==> config.mk <==
export PLATFORM = sky130hd
export DESIGN_NAME = cir_cpu_end_flat
export DESIGN_NICKNAME = d
export VERILOG_FILES = /design/src/inc/cir_pkg.sv /design/src/inc/cir_if.sv /design/src/logic/cir_cpu_end.sv /design/src/flat_wrapper.sv
export VERILOG_INCLUDE_DIRS = /design/src /design/src/inc
export SDC_FILE = /design/constraint.sdc
export NUM_CORES = 1
export LEC_CHECK = 0
export BUFFER_PORTS_ARGS = -buffer_cell sky130_fd_sc_hd__buf_2
export CAP_MARGIN = 20
export CORE_MARGIN = 2
export CORE_UTILIZATION = 23
export DETAILED_ROUTE_END_ITERATION = 10
export GPL_ROUTABILITY_DRIVEN = 0
export GPL_TIMING_DRIVEN = 0
export PLACE_DENSITY_LB_ADDON = 0.12
export SKIP_LAST_GASP = 1
export SYNTH_ARGS = -nofsm -noshare
export SYNTH_HDL_FRONTEND = slang
export SYNTH_SLANG_ARGS = --single-unit
==> constraint.sdc <==
create_clock -name clk -period 2.6 [get_ports clk]
set_clock_uncertainty 0.1 [all_clocks]
set_input_delay 0.39 -clock clk [delete_from_list [all_inputs] [get_ports clk]]
set_output_delay 0.39 -clock clk [all_outputs]
set_load 0.05 [all_outputs]
==> src/inc/cir_consts.svh <==
`ifndef CIR_CONSTS_SVH
`define CIR_CONSTS_SVH

// program start address loaded by reset
`define CIR_PC_START 16'hFFFC
// width of the program counter
`define CIR_PC_W 16
// number of peripheral interrupt sources
`define CIR_NSRC 4
// stack pointer value after reset
`define CIR_SP_INIT 8'hFF
// stack page high byte
`define CIR_STACK_HI 8'h01
// vector locations for the service address
`define CIR_VEC_IRQ 16'hFFFE
`define CIR_VEC_NMI 16'hFFFA

`endif

==> src/inc/cir_pkg.sv <==
`include "cir_consts.svh"

package cir_pkg;
    // sequencer states of the processor end
    typedef enum logic [2:0] {
        CIR_RUN,
        CIR_PUSH_HI,
        CIR_PUSH_LO,
        CIR_PUSH_ST,
        CIR_VEC_LO,
        CIR_VEC_HI
    } cir_state_e;
    typedef logic [`CIR_PC_W-1:0] cir_addr_t;
endpackage : cir_pkg

==> src/inc/cir_if.sv <==
`timescale 1ns/1ps
`default_nettype none

// wired-or request lines between processor and peripheral interface devices
interface cir_if;
    logic irq_req_n;
    logic nmi_req_n;
    logic rst_n;
    logic svc_ack;
    modport cpu (input irq_req_n, input nmi_req_n, output rst_n, output svc_ack);
    modport periph (output irq_req_n, output nmi_req_n, input rst_n, input svc_ack);
endinterface : cir_if

`default_nettype wire

==> src/logic/cir_cpu_end.sv <==
// Summary of operation
// - low request with inhibit clear is taken
// - taking an interrupt sets the inhibit flag
// - clear-flag instruction clears inhibit, return instruction loads it from rti_flag
// - software clears inhibit only after request removed
// - each falling request edge gives one interrupt
// - held-low line gives no further interrupts
// - non-maskable request ignores the inhibit flag
// - interrupts taken only at instruction boundary
// - enabled programmed edge drives request low
// - peripheral latch holds request until serviced
// - only service software or processor reset clears peripheral latch
// - reset held low until supplies stable
// - reset loads program counter with program start
// - reset disables peripheral interrupt sources
// - push counter and status, fetch vector
`timescale 1ns/1ps
`default_nettype none
`include "cir_consts.svh"

module cir_cpu_end (
    // clock, reset, enable
    input wire logic clk,
    input wire logic sys_rst,
    input wire logic clk_en,
    // link to peripherals
    cir_if.cpu link,
    // instruction sequencer
    input wire logic instr_done,
    input wire logic cli_exec,
    input wire logic sei_exec,
    input wire logic rti_exec,
    input wire logic rti_flag,
    input wire logic svc_clear,
    input wire logic [7:0] mem_rdata,
    // memory and status view
    output logic [`CIR_PC_W-1:0] mem_addr,
    output logic [7:0] mem_wdata,
    output logic mem_we,
    output logic [`CIR_PC_W-1:0] pc,
    output logic inhibit,
    output logic in_service,
    output logic nmi_taken
);
    import cir_pkg::*;

    cir_state_e state_reg, state_next;
    logic irq_s1_reg, irq_s2_reg, nmi_s1_reg, nmi_s2_reg, nmi_s3_reg;
    logic nmi_pend_reg, nmi_pend_next;
    logic is_nmi_reg, is_nmi_next;
    logic inh_reg, inh_next;
    logic [15:0] pc_reg, pc_next;
    logic [7:0] sp_reg, sp_next;
    logic [15:0] addr_reg, addr_next;
    logic [7:0] wd_reg, wd_next;
    logic we_reg, we_next;
    logic svc_reg, svc_next;
    logic ack_reg, ack_next;
    logic rst_n_reg;
    logic nmi_fall;
    logic irq_take;

    // two-stage synchronisers; the first stage feeds only the second
    always_ff @(posedge clk) begin
        if (sys_rst) begin
            irq_s1_reg <= 1'h1;
            irq_s2_reg <= 1'h1;
            nmi_s1_reg <= 1'h1;
            nmi_s2_reg <= 1'h1;
            nmi_s3_reg <= 1'h1;
        end else if (clk_en) begin
            irq_s1_reg <= link.irq_req_n;
            irq_s2_reg <= irq_s1_reg;
            nmi_s1_reg <= link.nmi_req_n;
            nmi_s2_reg <= nmi_s1_reg;
            nmi_s3_reg <= nmi_s2_reg;
        end
    end

    // edge from successive registered samples, so a held-low line re-arms only via high
    assign nmi_fall = nmi_s3_reg & ~nmi_s2_reg;
    // level request, masked by inhibit, only at instruction boundary
    assign irq_take = ~irq_s2_reg & ~inh_reg & instr_done;

    // sequencer next state
    always_comb begin
        state_next = state_reg;
        nmi_pend_next = nmi_pend_reg;
        is_nmi_next = is_nmi_reg;
        inh_next = inh_reg;
        pc_next = pc_reg;
        sp_next = sp_reg;
        addr_next = addr_reg;
        wd_next = wd_reg;
        we_next = 1'h0;
        svc_next = svc_reg;
        ack_next = svc_clear;
        // pending edge is taken regardless of inhibit
        if (nmi_fall) begin
            nmi_pend_next = 1'h1;
        end
        case (state_reg)
            CIR_RUN: begin
                if (cli_exec) begin
                    inh_next = 1'h0;
                end
                if (sei_exec) begin
                    inh_next = 1'h1;
                end
                if (rti_exec) begin
                    inh_next = rti_flag;
                    svc_next = 1'h0;
                end
                if (instr_done && (nmi_pend_reg || nmi_fall)) begin
                    is_nmi_next = 1'h1;
                    nmi_pend_next = 1'h0;
                    state_next = CIR_PUSH_HI;
                end else if (irq_take) begin
                    is_nmi_next = 1'h0;
                    state_next = CIR_PUSH_HI;
                end
                if (state_next == CIR_PUSH_HI) begin
                    addr_next = {`CIR_STACK_HI, sp_reg};
                    wd_next = pc_reg[15:8];
                    we_next = 1'h1;
                    sp_next = sp_reg - 8'h01;
                end
            end
            CIR_PUSH_HI: begin
                addr_next = {`CIR_STACK_HI, sp_reg};
                wd_next = pc_reg[7:0];
                we_next = 1'h1;
                sp_next = sp_reg - 8'h01;
                state_next = CIR_PUSH_LO;
            end
            CIR_PUSH_LO: begin
                addr_next = {`CIR_STACK_HI, sp_reg};
                wd_next = {5'h00, inh_reg, 2'h0};
                we_next = 1'h1;
                sp_next = sp_reg - 8'h01;
                inh_next = 1'h1;
                state_next = CIR_PUSH_ST;
            end
            CIR_PUSH_ST: begin
                addr_next = is_nmi_reg ? `CIR_VEC_NMI : `CIR_VEC_IRQ;
                state_next = CIR_VEC_LO;
            end
            CIR_VEC_LO: begin
                pc_next = {pc_reg[15:8], mem_rdata};
                addr_next = addr_reg + 16'h0001;
                state_next = CIR_VEC_HI;
            end
            CIR_VEC_HI: begin
                pc_next = {mem_rdata, pc_reg[7:0]};
                svc_next = 1'h1;
                state_next = CIR_RUN;
            end
            default: begin
                state_next = CIR_RUN;
            end
        endcase
    end

    // registers; reset defines the program counter, stack pointer, inhibit flag and peripheral reset, the rest is tidy-up only
    always_ff @(posedge clk) begin
        if (sys_rst) begin
            state_reg <= CIR_RUN;
            pc_reg <= `CIR_PC_START;
            sp_reg <= `CIR_SP_INIT;
            inh_reg <= 1'h1;
            nmi_pend_reg <= 1'h0;
            is_nmi_reg <= 1'h0;
            addr_reg <= `CIR_PC_START;
            wd_reg <= 8'h00;
            we_reg <= 1'h0;
            svc_reg <= 1'h0;
            ack_reg <= 1'h0;
            rst_n_reg <= 1'h0;
        end else if (clk_en) begin
            state_reg <= state_next;
            pc_reg <= pc_next;
            sp_reg <= sp_next;
            inh_reg <= inh_next;
            nmi_pend_reg <= nmi_pend_next;
            is_nmi_reg <= is_nmi_next;
            addr_reg <= addr_next;
            wd_reg <= wd_next;
            we_reg <= we_next;
            svc_reg <= svc_next;
            ack_reg <= ack_next;
            rst_n_reg <= 1'h1;
        end
    end

    assign link.rst_n = rst_n_reg;
    assign link.svc_ack = ack_reg;
    assign mem_addr = addr_reg;
    assign mem_wdata = wd_reg;
    assign mem_we = we_reg;
    assign pc = pc_reg;
    assign inhibit = inh_reg;
    assign in_service = svc_reg;
    assign nmi_taken = is_nmi_reg;
endmodule : cir_cpu_end

`default_nettype wire

==> src/flat_wrapper.sv <==
// flat-port wrapper written by rule: the top's interface ports become plain ports
module cir_cpu_end_flat import cir_pkg::*;
  (clk, sys_rst, clk_en, instr_done, cli_exec, sei_exec, rti_exec, rti_flag, svc_clear, mem_rdata, mem_addr, mem_wdata, mem_we, pc, inhibit, in_service, nmi_taken, link_irq_req_n, link_nmi_req_n, link_rst_n, link_svc_ack);
  cir_if link_i ();
  input wire logic clk;
  input wire logic sys_rst;
  input wire logic clk_en;
  input wire logic instr_done;
  input wire logic cli_exec;
  input wire logic sei_exec;
  input wire logic rti_exec;
  input wire logic rti_flag;
  input wire logic svc_clear;
  input wire logic [7:0] mem_rdata;
  output logic [`CIR_PC_W-1:0] mem_addr;
  output logic [7:0] mem_wdata;
  output logic mem_we;
  output logic [`CIR_PC_W-1:0] pc;
  output logic inhibit;
  output logic in_service;
  output logic nmi_taken;
  input wire logic [$bits(link_i.irq_req_n)-1:0] link_irq_req_n;
  input wire logic [$bits(link_i.nmi_req_n)-1:0] link_nmi_req_n;
  output wire logic [$bits(link_i.rst_n)-1:0] link_rst_n;
  output wire logic [$bits(link_i.svc_ack)-1:0] link_svc_ack;
  assign link_i.irq_req_n = link_irq_req_n;
  assign link_i.nmi_req_n = link_nmi_req_n;
  assign link_rst_n = link_i.rst_n;
  assign link_svc_ack = link_i.svc_ack;
  cir_cpu_end u_core (.clk(clk), .sys_rst(sys_rst), .clk_en(clk_en), .link(link_i), .instr_done(instr_done), .cli_exec(cli_exec), .sei_exec(sei_exec), .rti_exec(rti_exec), .rti_flag(rti_flag), .svc_clear(svc_clear), .mem_rdata(mem_rdata), .mem_addr(mem_addr), .mem_wdata(mem_wdata), .mem_we(mem_we), .pc(pc), .inhibit(inhibit), .in_service(in_service), .nmi_taken(nmi_taken));
endmodule
==> results.md <==
- The first global-routing pass estimated roughly 16000 um of wire.
- The final setup slack of the worst path is 0.2966 ns.
- The cell at the root of the clock tree is sky130_fd_sc_hd__clkbuf_16.
- The final critical path takes up about nine tenths of the cycle.
- The count of buffers added on input and output ports is between 60 and 70.
- From bottom edge to top edge, the die measures approximately 120 um.
- The initial antenna violation count was 0.
- The ratio of routed vias to standard cells is 4.874.
- The routed wirelength normalized by instance count is 16.41 um.
- The dominant cell by count in the synthesized netlist is sky130_fd_sc_hd__nand2_1.
- The total negative slack for setup checks is 0 ns.
- The finished cells cover about 3900 um2.
- The total vias in the final route is 3022.
- For this design the total switching power over the nets is ~890 uW.
- The number of ports placed on the die boundary is 65.
- Cells fill 30.51% of the core in the end.
- In this run the most critical hold path is launched from link_irq_req_n.
- The clock reaches the later pin of the worst-skew pair after 0.33 ns.
- The final number of setup-violating endpoints is 0.
- At the end of the flow, the number of nets in the layout was approximately 460.
- The detail route stage leaves a number of antenna-violating nets equal to 0.
- Once detailed placement completed, the half-perimeter wirelength came to about 7100 um.
- The maximum fanout along the worst path is 10.
- TritonCTS built the clock tree.
- The starting DRC count in detailed routing is around 180.
- The row count is 41.
- In the synthesized netlist, the cells that appear most often are sky130_fd_sc_hd__nand2_1, sky130_fd_sc_hd__dfxtp_1, sky130_fd_sc_hd__nor2_1, sky130_fd_sc_hd__nand3_1, sky130_fd_sc_hd__a21oi_1.
- Setup repair after global routing left no endpoint under its margin.
- The flow ran to the end, and the final reports show no timing, DRC or antenna violations.
- The final-report max-slew violation count is 0.
- For the worst setup path, the data required time is 2.72 ns.
- For this run, design rule violations remaining after detail routing come to 0.
- The startpoint identified for the worst register-to-register timing path is u_core.state_reg[2]$_SDFFE_PP0P_.
- In this run the tightest slew margin relative to its limit is about 44%.
- The logic depth of the worst register-to-register path is 4.
- The clock period minus final worst setup slack is roughly 2.3 ns.
- The part of the Yosys area used for sequential elements is approximately two fifths.
- Among all flip-flop cells after synthesis, the most frequent one is sky130_fd_sc_hd__dfxtp_1.
- The first TritonRoute pass finished after 5 iterations.
- Counting distinct cell types in the post-synthesis netlist gives 50.
- The net switching fraction of the power is 30.36%.
- Registers are responsible for between 30% and 40% of the overall power.
- The die covers between 10000 and 15000 um2.
- Global routing used between 10 and 15% of the available tracks across all layers.
- Averaged over all synthesized cells, the footprint is roughly 8.2 um2.
- The kind of start point of the critical path is a flip-flop.
- The standby leakage power is 0.001620 uW.
- The H-tree generated during clock tree synthesis spans 3 levels.
- Entering global routing, the biggest net connects 12 pins.
- The path with the worst hold slack has its endpoint at u_core.irq_s1_reg$_SDFFE_PP1P_.
- The synthesized netlist occupies a cell area of between 3000 and 4000 um2.
- After global routing the overflow that remains totals 0.
- From synthesis to final layout, the design area changed by 28.23%.
- The synthesized instance count is approximately 370.
- The maximum number of buffers from clock root to sink is 2.
- Yosys printed 0 warnings.
- TritonCTS created 9 clock buffers.
- The capturing point of the worst reg2reg path is u_core.mem_addr[9]$_SDFFE_PP1P_.
- The post-layout instance count excluding filler cells is 620.
- Of the cells placed in the final design, the portion with a size suffix greater than 1 is 21.65%.
- The number of hold-slack violations in the final timing report is 0.
- The area share of the leading cell type in the synthesized netlist is 41.67%.
- The top achievable clock speed is 0.4341 GHz.
- The post-synthesis sequential element count is 63.
- The area of placed instances is between 3000 and 4000 um2.
- Power spread over the standard cell area amounts to ~760 nW/um2.
- The number of setup buffers added after CTS is 0.
- The clock power share is 44.9%.
- For this configuration, the core starts out at a cell density of between 20% and 30%.
- The transition at the pin with the smallest max-transition slack is between 0.8 and 0.9 ns.
- The tool flagged a number of max-cap violations equal to 0.
- The post-cts repair resize count is 0.
- STA classifies the critical path endpoint as a flip-flop.
- The number of synthesized flops with an enable pin is 0.
- The number of sinks handled by clock tree synthesis is 63.
- The hold-fix buffer count after cts is 0.
- In this run the standard cell core region covers between 10000 and 15000 um2.
- The total wire length is around 10000 um.
- By startpoint and endpoint, the worst setup path is classified as flip-flop to flip-flop.
- When the netlist entered floorplanning its net count stood at 390.
- The number of diodes added for antenna fixing is 0.
- The setup slack of the worst register-to-register path is 0.30 ns.
- The cell count of the worst hold path is 3.
- The largest area contributor in the synthesized netlist is sky130_fd_sc_hd__dfxtp_1.
- Data on the critical path arrives at its endpoint at 2.42 ns.
- By area the synthesized netlist is led by sky130_fd_sc_hd__dfxtp_1, sky130_fd_sc_hd__nand2_1, sky130_fd_sc_hd__nand3_1, sky130_fd_sc_hd__a21oi_1, sky130_fd_sc_hd__mux2i_1.
- The worst slack at placement is 0.3217 ns.
- After detailed placement, the design holds a cell count of 604.
- The path class of the tightest hold or removal check is input pin to flip-flop.
- In this run, the combinational gates consume between 15 and 20% of the power.
- After clock tree synthesis, the clock-pin slew on the worst setup and hold paths is 0.06 ns.
- The horizontal extent of the die is between 100 and 150 um.
- The internal portion of total power is approximately 2000 uW.
- The via count of the first global-routing pass is approximately 2900.
- In the synthesized netlist the async set-or-reset flop fraction comes to 0%.
- The worst voltage drop across the vdd grid is 0.3192 mV.
-- routing by layer --
metal  share of wire, %  track usage (%)
met3                5.9            4.199
met1                 47            19.36
met4               0.83            3.943
met5                  0                0
met2                 46            23.28
-- worst max-delay path: stages (launching register included) --
cell                       delay [ns]
sky130_fd_sc_hd__dfxtp_1         0.36
sky130_fd_sc_hd__clkbuf_1        0.36
sky130_fd_sc_hd__nand3_1         0.57
sky130_fd_sc_hd__o31a_1          0.47
sky130_fd_sc_hd__a221o_1         0.33
-- power by group through the flow --
| stage | clock, uW | combinational, uW | sequential (uW) |
|---|---|---|---|
| after detailed placement | 0 | 544 | 1100 |
| after floorplan | 0 | 243 | 1250 |
| final | 1320 | 540 | 1080 |
| after global placement | 0 | 542 | 1100 |
| after CTS | 1360 | 546 | 1080 |
| after global routing | 1390 | 587 | 1090 |
-- through the flow --
step / power, uW / hold WS, ns
2_1_floorplan: 1489 / 0.3332
3_3_place_gp: 1641 / 0.3468
3_5_place_dp: 1644 / 0.3510
4_1_cts: 2983 / 0.1676
5_1_grt: 3067 / 0.1781
6_report: 2938 / 0.1770
-- cells in the final DEF, fill, tap and decap left out, types with 7 or more instances in the layout --
cell,Yosys,routed
sky130_fd_sc_hd__a21oi_1,21,21
sky130_fd_sc_hd__o21ai_0,14,14
sky130_fd_sc_hd__a22oi_1,7,7
sky130_fd_sc_hd__clkbuf_16,0,9
sky130_fd_sc_hd__mux2i_1,10,10
sky130_fd_sc_hd__a211oi_1,12,12
sky130_fd_sc_hd__nor2_1,26,26
sky130_fd_sc_hd__nand2_1,66,66
sky130_fd_sc_hd__clkbuf_1,13,14
sky130_fd_sc_hd__nand3_1,24,24
sky130_fd_sc_hd__buf_2,10,73
sky130_fd_sc_hd__nand2b_1,7,7
sky130_fd_sc_hd__dfxtp_1,63,63
sky130_fd_sc_hd__a22o_1,7,7
-- area by class of cell --
class / instances / area (um2)
timing repair buffer: 63 / 315.3
multi-input combinational: 274 / 1629
tap: 172 / 215.2
sequential: 63 / 1261
clock buffer: 11 / 242.7
clock inverter: 5 / 81.33
buffer: 26 / 113.9
fill: 1452 / 8841
inverter: 6 / 22.52
-- worst max-delay path by stage --
stage	start	end	cells past startpoint
4_1_cts	u_core.state_reg[2]$_SDFFE_PP0P_	u_core.mem_addr[9]$_SDFFE_PP1P_	4
5_1_grt	u_core.state_reg[2]$_SDFFE_PP0P_	u_core.mem_addr[4]$_SDFFE_PP1P_	5
3_3_place_gp	u_core.state_reg[2]$_SDFFE_PP0P_	u_core.mem_addr[9]$_SDFFE_PP1P_	4
2_1_floorplan	u_core.mem_addr[6]$_SDFFE_PP1P_	u_core.mem_addr[15]$_SDFFE_PP1P_	6
6_report	u_core.state_reg[2]$_SDFFE_PP0P_	u_core.mem_addr[9]$_SDFFE_PP1P_	4
3_5_place_dp	u_core.state_reg[2]$_SDFFE_PP0P_	u_core.mem_addr[9]$_SDFFE_PP1P_	4
-- cells by family (layout without fill, tap and decap cells) --
kind of cell    count (synthesis)  count (layout)  synth area share (%)
simple gates                  153             153                 23.85
xor+xnor                        5               5                 1.447
mux                            10              10                 3.307
fa+ha+maj                       2               2                0.8267
compound gates                104             104                 24.39
buf+inv                        32             111                 4.506
flops                          63              63                 41.67
Power figures use the tool's default switching activity.
